<file path="src/design/fepseq_pkg.sv">
package fepseq_pkg;

  // register pages and offsets on the cpu bus
  localparam logic [15:0] FEPSEQ_REG_PAGE_PROG = 16'hFFF9;
  localparam logic [15:0] FEPSEQ_REG_PAGE_DATA = 16'hFFF7;
  localparam logic [7:0] FEPSEQ_OFS_IBAR = 8'h40;
  localparam logic [7:0] FEPSEQ_OFS_IBDR = 8'h42;
  localparam logic [7:0] FEPSEQ_OFS_WER0 = 8'h44;
  localparam logic [7:0] FEPSEQ_OFS_WER1 = 8'h46;
  localparam logic [7:0] FEPSEQ_OFS_CTRL = 8'h4C;
  localparam logic [7:0] FEPSEQ_OFS_STAT = 8'h4E;
  localparam logic [7:0] FEPSEQ_OFS_AR0 = 8'h64;
  localparam logic [7:0] FEPSEQ_OFS_AR1 = 8'h66;

  // control and status bit positions
  localparam int FEPSEQ_CTRL_PE = 0;
  localparam int FEPSEQ_CTRL_PER = 1;
  localparam int FEPSEQ_CTRL_MER = 2;
  localparam int FEPSEQ_STAT_BUSY = 0;
  localparam int FEPSEQ_STAT_FULL = 1;
  localparam int FEPSEQ_STAT_ERASE_FAIL_FLAG = 2;
  localparam int FEPSEQ_STAT_PROGRAM_FAIL_FLAG = 3;

  // main block 2 address tag (bits 23:13) and geometry
  localparam logic [10:0] FEPSEQ_MAIN2_TAG = 11'h070;
  localparam int FEPSEQ_PAGE_BITS_PROG = 10;
  localparam int FEPSEQ_PAGE_BITS_DATA = 9;
  localparam int FEPSEQ_SECT_LSB_PROG = 13;
  localparam int FEPSEQ_SECT_LSB_DATA = 9;
  localparam int FEPSEQ_KB_BITS = 10;
  localparam int FEPSEQ_IBA_SEL = 7;

  // dedicated information block words
  localparam logic [7:0] FEPSEQ_FUNC_WORD_ADDR = 8'h7E;
  localparam logic [7:0] FEPSEQ_PROT_WORD_ADDR = 8'hFE;

  // protection word field positions, each field 3 bits
  localparam int FEPSEQ_BOOT_LSB = 0;
  localparam int FEPSEQ_EMPTY_LSB = 3;
  localparam int FEPSEQ_BOOT_CONTENT_FIELD_LSB = 6;
  localparam int FEPSEQ_GLOBAL_READ_LOCK_FIELD_LSB = 9;
  localparam int FEPSEQ_GLOBAL_WRITE_LOCK_FIELD_LSB = 12;

  typedef enum logic [1:0] {
    FEPSEQ_OP_READ,
    FEPSEQ_OP_PROG,
    FEPSEQ_OP_PERASE,
    FEPSEQ_OP_MERASE
  } fepseq_op_t;

  typedef enum logic [2:0] {
    ST_LOAD_FUNC,
    ST_WAIT_FUNC,
    ST_WAIT_PROT,
    ST_RUN,
    ST_READ
  } fepseq_st_t;

  typedef struct packed {
    logic req;
    logic we;
    logic byte_rd;
    logic [23:0] addr;
    logic [15:0] wdata;
  } fepseq_bus_req_t;

  typedef struct packed {
    logic ack;
    logic [15:0] rdata;
  } fepseq_bus_rsp_t;

  // array request; valid is the start strobe, also used as queue slot
  typedef struct packed {
    logic valid;
    fepseq_op_t op;
    logic info;
    logic [17:0] addr;
    logic [15:0] wdata;
  } fepseq_arr_req_t;

  typedef struct packed {
    logic done;
    logic fail;
    logic [15:0] rdata;
  } fepseq_arr_rsp_t;

  typedef struct packed {
    logic hold_reset;
    logic isp_mode;
    logic [23:0] start_addr;
  } fepseq_boot_t;

  typedef struct packed {
    fepseq_st_t st;
    fepseq_bus_rsp_t bus;
    fepseq_arr_req_t [1:0] arr;
    fepseq_boot_t boot;
    logic [1:0][2:0] ctrl;
    logic [1:0] busy;
    logic [1:0] erasing;
    logic [1:0] erase_fail_flag;
    logic [1:0] program_fail_flag;
    fepseq_arr_req_t [1:0] pend;
    logic [1:0][7:0] ibar;
    logic [1:0][15:0] ibdr;
    logic [2:0][15:0] wer;
    logic [15:0] ar0;
    logic [15:0] ar1;
    logic env_low;
    logic env_high;
    logic dbg;
    logic rd_f;
    logic rd_byte;
    logic rd_hi;
    logic rd_info;
  } fepseq_state_t;

endpackage

</file>
<file path="src/design/fepseq_top.sv">
// Function
// - program reads wait for program busy; data reads wait for both; byte and word reads
// - info reads are word only; address register then data register read
// - erase sets region to ones; page erase needs section enable, never boot area
// - erase page is 1024 bytes in program blocks, 512 bytes in data block
// - main write with erase bit set starts erase; busy until done; fail flag
// - module erase needs all section enables, refused when block holds boot area
// - info erase also erases main block; refused for info block zero; no info page erase
// - info erase starts on data register write with module erase set
// - main programming needs global unlock and section enable; info programming only global unlock; boot area never programmed
// - program write starts pipelined job with busy; full set if one still running
// - info word programmed by address then data write; info block zero never written
// - at reset function word goes to auto read zero, protection word to one
// - boot area size is inverted three bit field times 1024; code follows it
// - programming mode start with no boot area keeps cpu in reset
// - blank indicator decoded by majority; set majority means empty
// - programming mode if both selects high and blank, or low select low high select high
// - boot content field majority set means programming routines in boot area
// - debug start ignores blank indicator and starts at address zero
// - majority clear write lock field blocks all cpu flash writes
// - clear full flag means pipeline takes a new word
// - protection word writes take effect only after next reset
`timescale 1ns/1ns
module fepseq_top (
  input logic i_clock,
  input logic i_nrst,
  input fepseq_pkg::fepseq_bus_req_t i_bus,
  output fepseq_pkg::fepseq_bus_rsp_t o_bus,
  input fepseq_pkg::fepseq_arr_rsp_t [1:0] i_arr,
  output fepseq_pkg::fepseq_arr_req_t [1:0] o_arr,
  input logic i_boot_select_low,
  input logic i_boot_select_high,
  input logic i_debug_boot_mode,
  output fepseq_pkg::fepseq_boot_t o_boot
);
  import fepseq_pkg::*;

  fepseq_state_t s;
  fepseq_state_t n;

  // majority of three bits
  function automatic logic maj3(input logic [2:0] v);
    maj3 = (v[0] & v[1]) | (v[0] & v[2]) | (v[1] & v[2]);
  endfunction

  // read permission: data flash needs both idle
  function automatic logic rd_gate(input logic ff, input logic [1:0] sb);
    rd_gate = ff ? !(|sb) : !sb[0];
  endfunction

  function automatic fepseq_arr_req_t mk_req(input fepseq_op_t op, input logic info,
                                             input logic [17:0] ad, input logic [15:0] wd);
    mk_req.valid = 1'b1;
    mk_req.op = op;
    mk_req.info = info;
    mk_req.addr = ad;
    mk_req.wdata = wd;
  endfunction

  // next-state logic
  always_comb begin
    fepseq_arr_req_t job;
    logic jf;
    logic jfl;
    logic ok;
    logic [23:0] a;
    logic m0;
    logic m2;
    logic f;
    logic rf;
    logic rf_hit;
    logic [7:0] ofs;
    logic [1:0] blk;
    logic [3:0] sec;
    logic [2:0] kb;
    logic boot_def;
    logic in_boot;
    logic wlock;
    logic [1:0] sbusy;
    logic [17:0] maddr;
    logic [2:0] c;
    logic [7:0] ia;
    logic info0;
    logic [15:0] rd;
    logic [15:0] r;
    logic [2:0] bk;
    logic emp;
    logic cont;
    logic in_system_programming_mode;
    n = s;
    job = '0;
    jf = 1'b0;
    jfl = 1'b0;
    ok = 1'b0;
    a = i_bus.addr;
    m0 = (a[23:18] == 6'h00);
    m2 = (a[23:13] == FEPSEQ_MAIN2_TAG);
    f = m2;
    rf = (a[23:8] == FEPSEQ_REG_PAGE_DATA);
    rf_hit = rf | (a[23:8] == FEPSEQ_REG_PAGE_PROG);
    ofs = a[7:0];
    blk = m2 ? 2'h2 : {1'b0, a[17]};
    sec = m2 ? a[FEPSEQ_SECT_LSB_DATA +: 4] : a[FEPSEQ_SECT_LSB_PROG +: 4];
    kb = ~s.ar1[FEPSEQ_BOOT_LSB +: 3];
    boot_def = (kb != 3'h0);
    in_boot = m0 && !a[17] && (a[16:FEPSEQ_KB_BITS] < {4'h0, kb});
    wlock = !maj3(s.ar1[FEPSEQ_GLOBAL_WRITE_LOCK_FIELD_LSB +: 3]);
    sbusy = s.busy | {s.pend[1].valid, s.pend[0].valid};
    maddr = m2 ? {5'h00, a[12:0]} : a[17:0];
    c = s.ctrl[f];
    ia = s.ibar[rf];
    info0 = !rf && !ia[FEPSEQ_IBA_SEL];
    r = 16'h0000;
    bk = 3'h0;
    emp = 1'b0;
    cont = 1'b0;
    in_system_programming_mode = 1'b0;
    n.bus.ack = 1'b0;
    n.arr[0].valid = 1'b0;
    n.arr[1].valid = 1'b0;

    // register read mux
    rd = 16'h0000;
    case (ofs)
      FEPSEQ_OFS_IBAR: rd = {8'h00, s.ibar[rf]};
      FEPSEQ_OFS_WER0: rd = rf ? s.wer[2] : s.wer[0];
      FEPSEQ_OFS_WER1: rd = rf ? 16'h0000 : s.wer[1];
      FEPSEQ_OFS_CTRL: rd = {13'h0000, s.ctrl[rf]};
      FEPSEQ_OFS_STAT: begin
        rd[FEPSEQ_STAT_BUSY] = sbusy[rf];
        rd[FEPSEQ_STAT_FULL] = s.pend[rf].valid;
        rd[FEPSEQ_STAT_ERASE_FAIL_FLAG] = s.erase_fail_flag[rf];
        rd[FEPSEQ_STAT_PROGRAM_FAIL_FLAG] = s.program_fail_flag[rf];
      end
      FEPSEQ_OFS_AR0: rd = rf ? 16'h0000 : s.ar0;
      FEPSEQ_OFS_AR1: rd = rf ? 16'h0000 : s.ar1;
      default: rd = 16'h0000;
    endcase

    case (s.st)
      // start-up: sample selects and fetch the function word
      ST_LOAD_FUNC: begin
        n.env_low = i_boot_select_low;
        n.env_high = i_boot_select_high;
        n.dbg = i_debug_boot_mode;
        n.arr[0] = mk_req(FEPSEQ_OP_READ, 1'b1, {10'h000, FEPSEQ_FUNC_WORD_ADDR}, 16'h0000);
        n.st = ST_WAIT_FUNC;
      end
      ST_WAIT_FUNC: begin
        if (i_arr[0].done) begin
          n.ar0 = i_arr[0].rdata;
          n.arr[0] = mk_req(FEPSEQ_OP_READ, 1'b1, {10'h000, FEPSEQ_PROT_WORD_ADDR}, 16'h0000);
          n.st = ST_WAIT_PROT;
        end
      end
      // protection word loaded only here, so later writes wait for reset
      ST_WAIT_PROT: begin
        if (i_arr[0].done) begin
          r = i_arr[0].rdata;
          n.ar1 = r;
          bk = ~r[FEPSEQ_BOOT_LSB +: 3];
          emp = maj3(r[FEPSEQ_EMPTY_LSB +: 3]) & !s.dbg;
          cont = maj3(r[FEPSEQ_BOOT_CONTENT_FIELD_LSB +: 3]);
          in_system_programming_mode = (s.env_low & s.env_high & emp) | (!s.env_low & s.env_high);
          n.boot.isp_mode = in_system_programming_mode;
          n.boot.hold_reset = in_system_programming_mode & ((bk == 3'h0) | !cont);
          n.boot.start_addr = (!s.dbg && cont) ? {11'h000, bk, 10'h000} : 24'h000000;
          n.st = ST_RUN;
        end
      end
      ST_RUN: begin
        if (i_bus.req && !s.bus.ack) begin
          if (rf_hit && !i_bus.we) begin
            // information block read through the data register
            if (ofs == FEPSEQ_OFS_IBDR) begin
              if (rd_gate(rf, sbusy)) begin
                n.arr[rf] = mk_req(FEPSEQ_OP_READ, 1'b1, {10'h000, ia}, 16'h0000);
                n.rd_f = rf;
                n.rd_byte = 1'b0;
                n.rd_hi = 1'b0;
                n.rd_info = 1'b1;
                n.st = ST_READ;
              end
            end else begin
              n.bus.ack = 1'b1;
              n.bus.rdata = rd;
            end
          end else if (rf_hit) begin
            n.bus.ack = 1'b1;
            n.bus.rdata = 16'h0000;
            case (ofs)
              FEPSEQ_OFS_IBAR: n.ibar[rf] = {i_bus.wdata[7:1], 1'b0};
              FEPSEQ_OFS_WER0: n.wer[rf ? 2 : 0] = i_bus.wdata;
              FEPSEQ_OFS_WER1: if (!rf) n.wer[1] = i_bus.wdata;
              FEPSEQ_OFS_CTRL: n.ctrl[rf] = i_bus.wdata[2:0];
              FEPSEQ_OFS_STAT: begin
                if (i_bus.wdata[FEPSEQ_STAT_ERASE_FAIL_FLAG]) n.erase_fail_flag[rf] = 1'b0;
                if (i_bus.wdata[FEPSEQ_STAT_PROGRAM_FAIL_FLAG]) n.program_fail_flag[rf] = 1'b0;
              end
              FEPSEQ_OFS_IBDR: begin
                jfl = rf;
                if (s.ctrl[rf][FEPSEQ_CTRL_MER]) begin
                  // info erase takes its main block along
                  ok = !wlock && !info0 && (&s.wer[rf ? 2 : 1]);
                  job = mk_req(FEPSEQ_OP_MERASE, 1'b1, {10'h000, ia}, 16'h0000);
                  n.bus.ack = ok ? 1'b0 : 1'b1;
                  jf = ok;
                  if (!ok) n.erase_fail_flag[rf] = 1'b1;
                end else if (s.ctrl[rf][FEPSEQ_CTRL_PER]) begin
                  n.erase_fail_flag[rf] = 1'b1;
                end else if (s.ctrl[rf][FEPSEQ_CTRL_PE]) begin
                  ok = !wlock && !info0;
                  job = mk_req(FEPSEQ_OP_PROG, 1'b1, {10'h000, ia}, i_bus.wdata);
                  n.bus.ack = ok ? 1'b0 : 1'b1;
                  jf = ok;
                  if (!ok) n.program_fail_flag[rf] = 1'b1;
                end else begin
                  n.ibdr[rf] = i_bus.wdata;
                end
              end
              default: n.ibdr = s.ibdr;
            endcase
          end else if ((m0 || m2) && !i_bus.we) begin
            if (rd_gate(f, sbusy)) begin
              n.arr[f] = mk_req(FEPSEQ_OP_READ, 1'b0, maddr, 16'h0000);
              n.rd_f = f;
              n.rd_byte = i_bus.byte_rd;
              n.rd_hi = a[0];
              n.rd_info = 1'b0;
              n.st = ST_READ;
            end
          end else if (m0 || m2) begin
            jfl = f;
            n.bus.ack = 1'b1;
            n.bus.rdata = 16'h0000;
            if (c[FEPSEQ_CTRL_MER]) begin
              ok = !wlock && (&s.wer[blk]) && !(blk == 2'h0 && boot_def);
              job = mk_req(FEPSEQ_OP_MERASE, 1'b0, maddr, 16'h0000);
              if (!ok) n.erase_fail_flag[f] = 1'b1;
            end else if (c[FEPSEQ_CTRL_PER]) begin
              ok = !wlock && s.wer[blk][sec] && !in_boot;
              job = mk_req(FEPSEQ_OP_PERASE, 1'b0, maddr, 16'h0000);
              if (m2) begin
                job.addr[FEPSEQ_PAGE_BITS_DATA-1:0] = '0;
              end else begin
                job.addr[FEPSEQ_PAGE_BITS_PROG-1:0] = '0;
              end
              if (!ok) n.erase_fail_flag[f] = 1'b1;
            end else if (c[FEPSEQ_CTRL_PE]) begin
              ok = !wlock && s.wer[blk][sec] && !in_boot;
              job = mk_req(FEPSEQ_OP_PROG, 1'b0, {maddr[17:1], 1'b0}, i_bus.wdata);
              if (!ok) n.program_fail_flag[f] = 1'b1;
            end
            jf = ok;
            if (ok) n.bus.ack = 1'b0;
          end else begin
            // unmapped address answers zero
            n.bus.ack = 1'b1;
            n.bus.rdata = 16'h0000;
          end
        end
      end
      // wait for the array read data
      ST_READ: begin
        if (i_arr[s.rd_f].done) begin
          r = i_arr[s.rd_f].rdata;
          n.bus.ack = 1'b1;
          n.bus.rdata = s.rd_byte ? {8'h00, s.rd_hi ? r[15:8] : r[7:0]} : r;
          if (s.rd_info) n.ibdr[s.rd_f] = r;
          n.st = ST_RUN;
        end
      end
      default: n.st = ST_LOAD_FUNC;
    endcase

    // accept a job: start now or park it in the queue slot
    if (jf) begin
      if (!s.busy[jfl]) begin
        n.arr[jfl] = job;
        n.busy[jfl] = 1'b1;
        n.erasing[jfl] = (job.op != FEPSEQ_OP_PROG);
        n.bus.ack = 1'b1;
      end else if (!s.pend[jfl].valid) begin
        n.pend[jfl] = job;
        n.bus.ack = 1'b1;
      end
    end

    // completion per flash; flag set wins over a clear in the same cycle
    for (int i = 0; i < 2; i++) begin
      if (s.busy[i] && i_arr[i].done) begin
        if (i_arr[i].fail && s.erasing[i]) n.erase_fail_flag[i] = 1'b1;
        if (i_arr[i].fail && !s.erasing[i]) n.program_fail_flag[i] = 1'b1;
        if (n.pend[i].valid) begin
          n.arr[i] = n.pend[i];
          n.erasing[i] = (n.pend[i].op != FEPSEQ_OP_PROG);
          n.pend[i].valid = 1'b0;
        end else begin
          n.busy[i] = 1'b0;
        end
      end
    end
  end

  // state register
  always_ff @(posedge i_clock) begin
    if (!i_nrst) begin
      s <= '0;
      s.boot.hold_reset <= 1'b1;
    end else begin
      s <= n;
    end
  end

  assign o_bus = s.bus;
  assign o_arr = s.arr;
  assign o_boot = s.boot;

endmodule

</file>
<file path="config.mk">
export PLATFORM = sky130hd
export DESIGN_NAME = fepseq_top
export DESIGN_NICKNAME = d
export VERILOG_FILES = /design/src/design/fepseq_pkg.sv /design/src/design/fepseq_top.sv
export SDC_FILE = /design/constraint.sdc
export NUM_CORES = 1
export LEC_CHECK = 0
export BUFFER_PORTS_ARGS = -buffer_cell sky130_fd_sc_hd__buf_2
export CAP_MARGIN = 0
export CORE_AREA = 4 4 240 242
export DETAILED_ROUTE_END_ITERATION = 8
export DIE_AREA = 0 0 244 246
export PLACE_DENSITY = 0.53
export SLEW_MARGIN = 20
export SYNTH_ARGS = -nofsm -noshare
export SYNTH_HDL_FRONTEND = slang
export SYNTH_SLANG_ARGS = --single-unit
</file>
<file path="constraint.sdc">
create_clock -name i_clock -period 3.8 [get_ports i_clock]
set_input_delay 0.19 -clock i_clock [delete_from_list [all_inputs] [get_ports i_clock]]
set_output_delay 0.19 -clock i_clock [all_outputs]
set_load 0.005 [all_outputs]
</file>
---- Word level (Yosys, flattened, before mapping) ----
Cells that the tools add are included.
operators by class
  magnitude comparators ................... 13
  equal/unequal tests ..................... 33
  muxes and demuxes ....................... 202
  bitwise gates (word level) .............. 36
  reduce and logical (&&, ||, !) cells .... 63
operators by type and width
  operator                                             count
  2-to-1 mux 38 bit                                    26
  2-to-1 mux 76 bit                                    10
  bitwise mux 76 bit                                   4
  2-to-1 mux 96 bit                                    2
  2-to-1 mux 16 bit                                    10
  demux 38 bit (select 1 bit)                          3
  one-hot mux 38 bit (3 select lines)                  1
  2-to-1 mux 17 bit                                    4
  2-to-1 mux 1 bit                                     67
  binary-select mux 16 bit (select 2 bit)              2
  equality test 8 x 7 -> 1 bit, second input constant  8
  2-to-1 mux 4 bit                                     15
  one-hot mux 12 bit (5 select lines)                  1
  2-to-1 mux 18 bit                                    3
  bitwise mux 48 bit                                   1
  2-to-1 mux 2 bit                                     20
  2-to-1 mux 3 bit                                     12
  one-hot mux 17 bit (2 select lines)                  1
  demux 16 bit (select 2 bit)                          1
  equality test 16 bit, second input constant          2
  2-to-1 mux 8 bit                                     4
  one-hot mux 16 bit (2 select lines)                  1
  AND reduction 16 bit                                 2
  one-hot mux 4 bit (7 select lines)                   1
  46 further kinds                                     146
word-level totals
  register bits ........................... 314
  input port bits ......................... 84
  output and inout port bits .............. 119

---- Longest topological paths before layout ----
Gate-level depths: netlist (run 1).
  depth after elaboration ................. 29
  gate-level depth with buffers ........... 16
  mapped depth without buffers ............ 10

---- Worst setup path before layout (run 1) ----
No wires, ideal clock.
  kind .................................... input port to flip-flop
  start point ............................. in i_bus[32] (netlist name)
  end point ............................... reg s, in the netlist o_arr[31]
  data arrival time ....................... 3.249 ns
  data required time ...................... 3.679 ns
  slack ................................... 0.430 ns
  stages .................................. 13
  buffers on the path ..................... 3
  path through ............................ buf_6 -> or4_1 -> buf_2 -> o31ai_4 -> o221ai_2 -> o22ai_1 -> a211oi_2 -> nor4b_4 -> a211oi_4 -> or3_4 -> buf_6 -> a22oi_2 -> o21ai_1
between the ends
  longest elaborated chain between the ends .. 26
  elaborated cells between the ends (all ways) .. 121
  those cells by class .................... 7 x order compare; 3 x eq/ne; 87 x mux; 1 x bitwise; 23 x reduce/logical
ends and longest elaborated chain
  item                                     RTL line                                                 RTL
  from (decl)                              fepseq_top.sv:27                                         input fepseq_pkg::fepseq_bus_req_t i_bus,
  equality test 11 x 7 -> 1 bit            fepseq_top.sv:97                                         m2 = (a[23:13] == FEPSEQ_MAIN2_TAG);
  2-to-1 mux 2 bit                         fepseq_top.sv:102                                        blk = m2 ? 2'h2 : {1'b0, a[17]};
  binary-select mux 16 bit (select 2 bit)  fepseq_top.sv:237, fepseq_top.sv:241, fepseq_top.sv:250
  2-to-1 mux 16 bit (not written as such)  fepseq_top.sv:237, fepseq_top.sv:241, fepseq_top.sv:250
  binary-select mux 1 bit (select 4 bit)   fepseq_top.sv:241, fepseq_top.sv:250
  2-to-1 mux 1 bit (not written as such)   fepseq_top.sv:241, fepseq_top.sv:250
  logical AND 1 bit (2 in a row)           fepseq_top.sv:241, fepseq_top.sv:250
  2-to-1 mux 1 bit                         fepseq_top.sv:249                                        end else if (c[FEPSEQ_CTRL_PE]) begin
  (+9 left out)                            n/a
  2-to-1 mux 1 bit                         fepseq_top.sv:223                                        end else if ((m0 || m2) && !i_bus.we) begin
  2-to-1 mux 1 bit                         fepseq_top.sv:188                                        end else if (rf_hit) begin
  2-to-1 mux 1 bit                         fepseq_top.sv:173                                        if (rf_hit && !i_bus.we) begin
  2-to-1 mux 1 bit                         fepseq_top.sv:172                                        if (i_bus.req && !s.bus.ack) begin
  2-to-1 mux 1 bit                         fepseq_top.sv:140                                        case (s.st)
  2-to-1 mux 76 bit                        fepseq_top.sv:277                                        if (jf) begin
  2-to-1 mux 38 bit                        fepseq_top.sv:294                                        if (n.pend[i].valid) begin
  2-to-1 mux 38 bit *                      fepseq_top.sv:291                                        if (s.busy[i] && i_arr[i].done) begin
  to (signal assigned)                     fepseq_top.sv:311                                        s <= n;
  to (decl)                                fepseq_top.sv:38                                         fepseq_state_t s;
Every way passes the cells marked *; elsewhere a longest branch is shown, timed or not. The select of a mux whose other input is x is not followed.
A chain may end at the register's enable or synchronous reset.

---- Worst setup path after layout (run 1) ----
  start point ............................. in i_bus[30] (netlist name)
  end point ............................... reg s, in the netlist o_bus[16]
between the ends
  longest elaborated chain between the ends .. 27
  elaborated cells between the ends (all ways) .. 87
  those cells by class .................... 1 x order compare; 3 x eq/ne; 62 x mux; 1 x bitwise; 20 x reduce/logical
ends and longest elaborated chain
  item                                     RTL line                                                 RTL
  equality test 11 x 7 -> 1 bit            fepseq_top.sv:97
  2-to-1 mux 2 bit                         fepseq_top.sv:102
  binary-select mux 16 bit (select 2 bit)  fepseq_top.sv:237, fepseq_top.sv:241, fepseq_top.sv:250
  2-to-1 mux 16 bit (not written as such)  fepseq_top.sv:237, fepseq_top.sv:241, fepseq_top.sv:250
  binary-select mux 1 bit (select 4 bit)   fepseq_top.sv:241, fepseq_top.sv:250
  2-to-1 mux 1 bit (not written as such)   fepseq_top.sv:241, fepseq_top.sv:250
  logical AND 1 bit (2 in a row)           fepseq_top.sv:241, fepseq_top.sv:250
  2-to-1 mux 1 bit                         fepseq_top.sv:249
  (+10 left out)                           n/a
  2-to-1 mux 17 bit                        fepseq_top.sv:223
  2-to-1 mux 17 bit                        fepseq_top.sv:188
  2-to-1 mux 96 bit                        fepseq_top.sv:173
  2-to-1 mux 96 bit                        fepseq_top.sv:172
  one-hot mux 17 bit (2 select lines)      fepseq_top.sv:140
  2-to-1 mux 1 bit                         fepseq_top.sv:283                                        end else if (!s.pend[jfl].valid) begin
  2-to-1 mux 1 bit                         fepseq_top.sv:278                                        if (!s.busy[jfl]) begin
  2-to-1 mux 1 bit *                       fepseq_top.sv:277
Marked as above.

==> results of run 1 <==
worst max-delay path: cells and delay by family:
kind                   cells  cell delay (ns)
and+or+nand+nor            2             0.74
buffers and inverters      5             0.89
AOI/OAI and AO/OA          7             2.26
per-stage QoR:
step | power (mW) | TNS (ns) | instance area, sq um | util
after floorplan | 3.89 | 0 | 16600 | -
after global placement | 4.32 | -4.40 | 18100 | 0.329
after detailed placement | 4.34 | -10.12 | 18100 | 0.329
after CTS | 7.82 | 0 | 19500 | 0.355
after global routing | 8.03 | 0 | 19500 | 0.355
final | 7.76 | 0 | 19500 | 0.355
synth_stat cells (37+ instances only):
| master | instances |
|---|---|
| nand2_1 | 301 |
| dfxtp_1 | 291 |
| mux2i_1 | 122 |
| buf_4 | 120 |
| clkbuf_1 | 105 |
| a21boi_0 | 103 |
| nor2_1 | 92 |
| nor2b_1 | 90 |
| a21oi_1 | 74 |
| o21ai_0 | 64 |
| o22ai_1 | 53 |
| and2_1 | 39 |
| nand3_1 | 39 |
| nor3_1 | 37 |
metal layers:
layer / global-route usage / share of wire / vias up
li1: - / - / 7302
met1: 0.302 / 0.45 / 7722
met2: 0.363 / 0.47 / 579
met3: 0.0377 / 0.066 / 70
met4: 0.0515 / 0.020 / 0
met5: 0 / 0 / -
power by group through the flow:
stage	clock network, mW	logic (mW)	registers, mW
final	3.47	1.08	3.21
after global placement	0	1.05	3.27
after global routing	3.65	1.16	3.22
after floorplan	0	0.641	3.25
after detailed placement	0	1.06	3.28
after CTS	3.53	1.08	3.21
cell type report:
type | instances | area [sq um] | share of cell area
Antenna cell | 1 | 2.50 | 0.000128
Clock buffer | 55 | 1090 | 0.0560
Clock inverter | 10 | 97.6 | 0.00499
Inverter | 20 | 75.1 | 0.00384
Multi-Input combinational cell | 1416 | 9120 | 0.467
Sequential cell | 291 | 5830 | 0.298
Tap cell | 748 | 936 | 0.0479
Timing Repair Buffer | 351 | 2390 | 0.122
kinds of logic after synthesis:
logic type / Yosys count / synth area share
AO/OA/AOI/OAI: 528 / 0.231
XOR/XNOR: 1 / 0.000532
adder cells (fa/ha/maj): 3 / 0.00213
buffers and inverters: 284 / 0.0989
flip-flops: 291 / 0.353
multiplexers: 142 / 0.0919
other: 1 / 0.000228
AND/OR/NAND/NOR: 721 / 0.221
timing repair:
action,CTS,global route
hold buffers,21,0
resized for setup,0,1
hold endpoints to repair,37,0
setup endpoints to repair,0,1
flip-flops by register name (all words and copies together) (netlist names):
name	count
s	193
o_boot	5
o_bus	17
o_arr	76
final timing paths:
path	slack, ns	to	from	cells past startpoint
hold / removal	0.03	s[218]$_SDFF_PN0_	i_arr[35]	2
setup / recovery	0.20	o_bus[16]$_SDFF_PN0_	i_bus[30]	14
hold reg to reg	0.47	s[10]$_SDFFE_PN0P_	s[10]$_SDFFE_PN0P_	2
setup reg to reg	0.28	o_bus[16]$_SDFF_PN0_	s[53]$_SDFFE_PN0P_	11
==> metrics.txt, run 1 <==
Comb power frac 0.139; DRC viols 0; Hold Fails Final Rpt 0; # IOs 203; post-synthesis sequential area ratio 0.353; Yosys top cell area share 0.353; fillcell total 5816; DR pass1 iterations 5; pre-CTS WS -0.300 ns; crit path capture type flip-flop; minimum clock period after layout 3.60 ns; Area Overhead vs Synth 18.6%; drt initial violations 1483; maxcap violations 0; Hold Crit Class primary input to flip-flop; Reg power frac 0.413; Placed Cells 2805; Top cell by count, worst path buf_4; post-DP HPWL 51600 um; total setup buffers inserted after CTS 0; final setup fails 0; Net Switching 2.18 mW; Int Pwr 5.58 mW; PortBufs 181; first-pass GRT wire length 101000 um; all-layer global routing usage 0.220; Row Count 86; leakage 7.37 nW; most frequent cells in the layout 300 x nand2_1, 291 x dfxtp_1, 180 x buf_2, 138 x buf_4, 122 x mux2i_1; Final nets 2202; H-tree depth 2; fin crit share 0.946; crit path max fanout 4; RSZ-0062 raised after global routing no; fin worst setup slack 0.203 ns; Synth Area per Inst 8.36 sq um; top post-synthesis cells by area dfxtp_1 35%, mux2i_1 7.4%, nand2_1 6.9%, buf_4 5.5%, a21boi_0 4.7%; crit path DAT 4.08 ns; Cells after Synth 1971; Pwr Density 397 nW/um^2; leading area contributor after synthesis dfxtp_1; Sw Ratio 0.281; Num Clock Sinks 291; DR WL/cell 23.7 um; via count 15673; Max stage delay cell, worst path a2111oi_0; VDD IR max 0.276 mV; CP Launch Type primary input; max-slew violation count 0; DR vias/cell 5.42; Setup CP Type primary input to flip-flop; vias in the first global route 15340; CTS tree yes; crit path cell chain buf_2 > or4_1 > buf_4 > o41ai_2 > a311o_1 > o211ai_1 > a211oi_2 > nor4b_4 > buf_4 > buf_4 > a2bb2o_1 > a2111oi_0 > buf_4 > o41a_1; EDFF count, synth 0; FMAX 278 MHz; die area 60000 sq um; gpl congestion 0.944; Synth Flop Type dfxtp_1; Worst path max stage delay 0.88 ns; clk buf depth 3; gr ovfl total 0; Critical Path RT 4.28 ns; final wirelength 68400 um; chip height 246 um; Final Skew 0.0174 ns; die width 244 um; status complete, no violations; Worst slew margin 0.264; Yosys warnings 0; share of layout cells above drive strength 1 0.210; initial antenna violation count 0; clk slew on worst S/H paths 0.06 ns; clock share of power 0.447; Fin Hold WS 0.0256 ns; flops & latches, synth 291; root buf cell clkbuf_16; CTS buffer count 36; Netlist cell types 93; asr flop ratio synth 0; core outline area 55100 sq um; Synth Cell Area 16500 sq um; clk_lat worst skew 0.55 ns; antenna viol nets, final 0; Initial Util 0.299; Slew @ Worst Pin 1.10 ns; largest net degree at the start of global routing 104; most common cell after layout, fill and taps aside nand2_1; Final Non-Filler Cells 2892
(Power assumes the default switching activity.)
==> run 2: changes to the inputs <==
RECOVER_POWER = 100   (was not set)
==> metrics.txt, run 2 (same netlist as run 1, synthesis figures left out) <==
status finished, violations left; failing checks max-capacitance violations, max-slew violations; Final Skew 0.0171 ns; total setup buffers inserted after CTS 0; Hold Fails Final Rpt 0; Net Switching 2.18 mW; final setup fails 0; CTS tree yes; Top cell by count, worst path buf_4; FMAX 283 MHz; Biggest register s; Multi-input gate area 9090 sq um; most frequent cells in the layout 300 x nand2_1, 291 x dfxtp_1, 122 x mux2i_1, 117 x buf_4; post-DP HPWL 51600 um; final wirelength 68400 um; Core Util, Final 0.351; Setup CP Type primary input to flip-flop; most common cell after layout, fill and taps aside nand2_1; critical hold path startpoint i_arr[35]; minimum clock period after layout 3.54 ns; fin crit share 0.931; crit path capture type flip-flop; Max stage delay cell, worst path a2111oi_0; gr ovfl total 0; Initial Util 0.299; drt initial violations 1568; Reg power frac 0.414; worst reg2reg path depth 11; Hold Crit Class primary input to flip-flop; via count 15682; all-layer global routing usage 0.220; Worst slew margin -0.189; VDD IR max 0.277 mV; H-tree depth 2; die width 244 um; largest net degree at the start of global routing 104; fillcell total 5879; hold worst-path end s[218]$_SDFF_PN0_; PortBufs 181; Worst path max stage delay 0.82 ns; Slew @ Worst Pin 1.78 ns; Area Overhead vs Synth 17.3%; CP Launch Type primary input; gpl congestion 0.944; Final nets 2202; initial antenna violation count 0; Row Count 86; post-route setup TNS 0 ns; Num Clock Sinks 291; clk buf depth 3; Pwr Density 401 nW/um^2; reg2reg setup slack 0.34 ns; RR Startpoint s[53]$_SDFFE_PN0P_; DR WL/cell 23.6 um; vias in the first global route 15340; Crit path depth 14; Buf+Inv Stages, Crit Path 5; maxcap violations 1; Comb power frac 0.138; Worst path top cell family by delay compound AO/OA/AOI/OAI gates; chip height 246 um; CTS buffer count 36; clk_lat worst skew 0.55 ns; clock share of power 0.448; share of layout cells above drive strength 1 0.165; Sequential Area 5830 sq um; antenna viol nets, final 0; die area 60000 sq um; max-slew violation count 104; FF-to-FF End o_bus[16]$_SDFF_PN0_; core outline area 55100 sq um; crit path cell chain buf_2 > or4_1 > clkbuf_1 > o41ai_2 > a311o_1 > o211ai_1 > a211oi_2 > nor4b_4 > buf_4 > buf_4 > a2bb2o_1 > a2111oi_0 > buf_4 > o41a_1; Sw Ratio 0.281; crit path DAT 4.02 ns; # IOs 203; root buf cell clkbuf_16; Critical Path RT 4.28 ns; Hold Path Stages 2; RSZ-0062 raised after global routing no; DR vias/cell 5.42; clk slew on worst S/H paths 0.06 ns; Int Pwr 5.58 mW; crit path max fanout 4; DR pass1 iterations 5; leakage 6.97 nW; first-pass GRT wire length 101000 um; max reg flops 193; DRC viols 0
## run 2: cell types whose count changed in the layout (fill, tap and decap cells not counted), moves of 2 or more
cell      previous run  this run
and2_1              39        35
and2_0               1         5
clkbuf_4             0         2
o32ai_1             21        23
clkbuf_2             0         4
o32ai_2              2         0
buf_4              138       117
o21ai_0             64        66
clkbuf_1             8       100
o21ai_1              5         3
buf_2              180       103
## run 2: routing by layer
layer | track usage | routed length (um) | vias up
li1 | - | - | 7314
met1 | 0.302 | 31000 | 7755
met2 | 0.363 | 31900 | 550
met3 | 0.0377 | 4190 | 63
met4 | 0.0515 | 1300 | 0
met5 | 0 | 0 | -
## run 2: worst max-delay path by stage
| stage | from | endpoint | slack (ns) |
|---|---|---|---|
| global placement | i_bus[30] | o_bus[16]$_SDFF_PN0_ | -0.27 |
| global route | i_bus[32] | o_arr[58]$_SDFF_PN0_ | 0.09 |
| detailed placement | i_bus[30] | o_bus[16]$_SDFF_PN0_ | -0.30 |
| finish | i_bus[30] | o_bus[16]$_SDFF_PN0_ | 0.26 |
| floorplan | i_bus[32] | o_arr[31]$_SDFF_PN0_ | 0.43 |
| CTS | i_bus[30] | o_bus[16]$_SDFF_PN0_ | 0.23 |
## run 2: layout make-up
type | instances | area share
clock buffers | 55 | 0.0566
inverters | 20 | 0.00388
clock inverters | 10 | 0.00505
well taps | 748 | 0.0484
multi-input cells | 1416 | 0.470
flip-flops and latches | 291 | 0.301
repair buffers | 351 | 0.114
diodes | 2 | 0.000259
## run 2: power by group through the flow
stage / Combinational, mW / Clock, mW / Sequential (mW)
after floorplan: 0.641 / 0 / 3.25
after global placement: 1.05 / 0 / 3.27
after detailed placement: 1.06 / 0 / 3.28
after CTS: 1.08 / 3.53 / 3.21
after global routing: 1.16 / 3.65 / 3.22
final: 1.07 / 3.47 / 3.21
## run 2: repair_timing
action | 4_1_cts | 5_1_grt
hold buffers | 21 | 0
gates resized for setup | 0 | 1
endpoints found under the setup margin | 0 | 1
endpoints found under the hold margin | 37 | 0
## run 2: per-stage QoR
step	hold slack (ns)	setup WS [ns]	instances	power (mW)	area, sq um
2_1_floorplan	0.280	0.430	1991	3.89	16600
3_3_place_gp	0.450	-0.269	2805	4.32	18100
3_5_place_dp	0.459	-0.300	2805	4.34	18100
4_1_cts	0.00589	0.228	2891	7.82	19500
5_1_grt	0.00298	0.0914	2891	8.03	19300
6_report	0.0222	0.263	2893	7.75	19300
==> run 3: changes to the inputs <==
--- a/config.mk
+++ b/config.mk
@@ -12,5 +12,5 @@
 export DIE_AREA = 0 0 244 246
 export PLACE_DENSITY = 0.53
-export RECOVER_POWER = 100
+export RECOVER_POWER = 50
 export SLEW_MARGIN = 20
 export SYNTH_ARGS = -nofsm -noshare
==> constraint.sdc (replaced) <==
create_clock -name i_clock -period 3.8 [get_ports i_clock]
set_input_delay 0.19 -clock i_clock [delete_from_list [all_inputs] [get_ports i_clock]]
set_output_delay 0.19 -clock i_clock [all_outputs]
set_load 0.01 [all_outputs]
==> metrics.txt, run 3 (same netlist as run 1, synthesis figures left out) <==
status finished, violations left; maxcap violations 1; Row Count 86; Worst path max stage delay 0.82 ns; Pwr Density 401 nW/um^2; Top cell by count, worst path buf_4; total setup buffers inserted after CTS 0; clk slew on worst S/H paths 0.06 ns; Placed Cells 2805; gpl congestion 0.944; fillcell total 5869; H-tree depth 2; fin crit share 0.933; failing checks max-capacitance violations, max-slew violations; RR Startpoint s[53]$_SDFFE_PN0P_; crit path cell chain buf_2 > or4_1 > buf_4 > o41ai_2 > a311o_1 > o211ai_1 > a211oi_2 > nor4b_4 > buf_4 > buf_4 > a2bb2o_1 > a2111oi_0 > buf_4 > o41a_1; Sequential Area 5830 sq um; Max stage delay cell, worst path a2111oi_0; root buf cell clkbuf_16; Hold Crit Class primary input to flip-flop; die width 244 um; die area 60000 sq um; Fin Hold WS 0.0214 ns; initial antenna violation count 0; CP Launch Type primary input; Core Util, Final 0.352; post-DP HPWL 51600 um; core outline area 55100 sq um; Final Non-Filler Cells 2892; crit path max fanout 4; vias in the first global route 15340; crit path DAT 4.02 ns; CTS tree yes; clk buf depth 3; max-slew violation count 104; VDD IR max 0.277 mV; Final nets 2202; max reg flops 193; Final Skew 0.0158 ns; DR WL/cell 23.7 um; minimum clock period after layout 3.54 ns; Setup CP Type primary input to flip-flop; Initial Util 0.299; Hold Fails Final Rpt 0; FMAX 282 MHz; drt initial violations 1576; critical hold path startpoint i_arr[35]; first-pass GRT wire length 101000 um; crit path from i_bus[30]; final setup fails 0; RSZ-0062 raised after global routing no; Biggest register s; final instance area 19400 sq um; CTS buffer count 36; all-layer global routing usage 0.220; DR pass1 iterations 7; Slew @ Worst Pin 1.79 ns; via count 15651; most frequent cells in the layout 300 x nand2_1, 291 x dfxtp_1, 124 x buf_4, 122 x mux2i_1, 118 x clkbuf_1; gr ovfl total 0; DR vias/cell 5.41; DRC viols 0; PortBufs 181; antenna viol nets, final 0; most common cell after layout, fill and taps aside nand2_1; Cell Area, Placed 18100 sq um; Worst slew margin -0.191; largest net degree at the start of global routing 104; Critical Path RT 4.28 ns; share of layout cells above drive strength 1 0.159; crit path capture type flip-flop; final wirelength 68500 um; leakage 6.91 nW; # IOs 203; clk_lat worst skew 0.55 ns; Area Overhead vs Synth 17.5%; chip height 246 um; Multi-input gate area 9120 sq um; Num Clock Sinks 291; post-route setup TNS 0 ns
## run 3: power breakdown
group / internal [mW] / total [mW] / leakage [nW] / switching (mW)
combinational: 0.365 / 1.09 / 3.98 / 0.724
clock: 2.06 / 3.47 / 0.577 / 1.41
sequential: 3.15 / 3.21 / 2.35 / 0.0631
## run 3: final cells by class
| class | count | area share |
|---|---|---|
| Timing Repair Buffer | 351 | 0.114 |
| Sequential cell | 291 | 0.301 |
| Multi-Input combinational cell | 1416 | 0.471 |
| Inverter | 20 | 0.00388 |
| Clock buffer | 55 | 0.0565 |
| Tap cell | 748 | 0.0483 |
| Antenna cell | 1 | 0.000129 |
| Clock inverter | 10 | 0.00504 |
## run 3: stage by stage
stage,power (mW),setup WS (ns)
floorplan,3.91,0.430
detailed placement,4.35,-0.300
CTS,7.83,0.228
finish,7.77,0.255
global route,8.04,0.0893
global placement,4.34,-0.269
## run 3: per-layer routing
metal  global-route usage  vias up  share of wire
li1                     -     7314              -
met4               0.0515        0          0.020
met3               0.0377       67          0.062
met1                0.302     7700           0.45
met5                    0        -              0
met2                0.363      570           0.47
## run 3: critical path: cells and delay by family
kind	cells	cell delay, ns
AOI/OAI and AO/OA	7	2.20
buffers and inverters	5	0.89
and+or+nand+nor	2	0.74
## run 3: worst paths after layout
path | to | slack [ns] | cells after the start
hold / removal | s[218]$_SDFF_PN0_ | 0.02 | 2
hold reg to reg | s[10]$_SDFFE_PN0P_ | 0.47 | 2
setup / recovery | o_bus[16]$_SDFF_PN0_ | 0.26 | 14
setup reg to reg | o_bus[16]$_SDFF_PN0_ | 0.33 | 11
## run 3: repair_timing
action / 4_1_cts / 5_1_grt
hold buffers: 21 / 0
setup endpoints to repair: 0 / 1
resized for setup: 0 / 1
hold endpoints to repair: 37 / 0
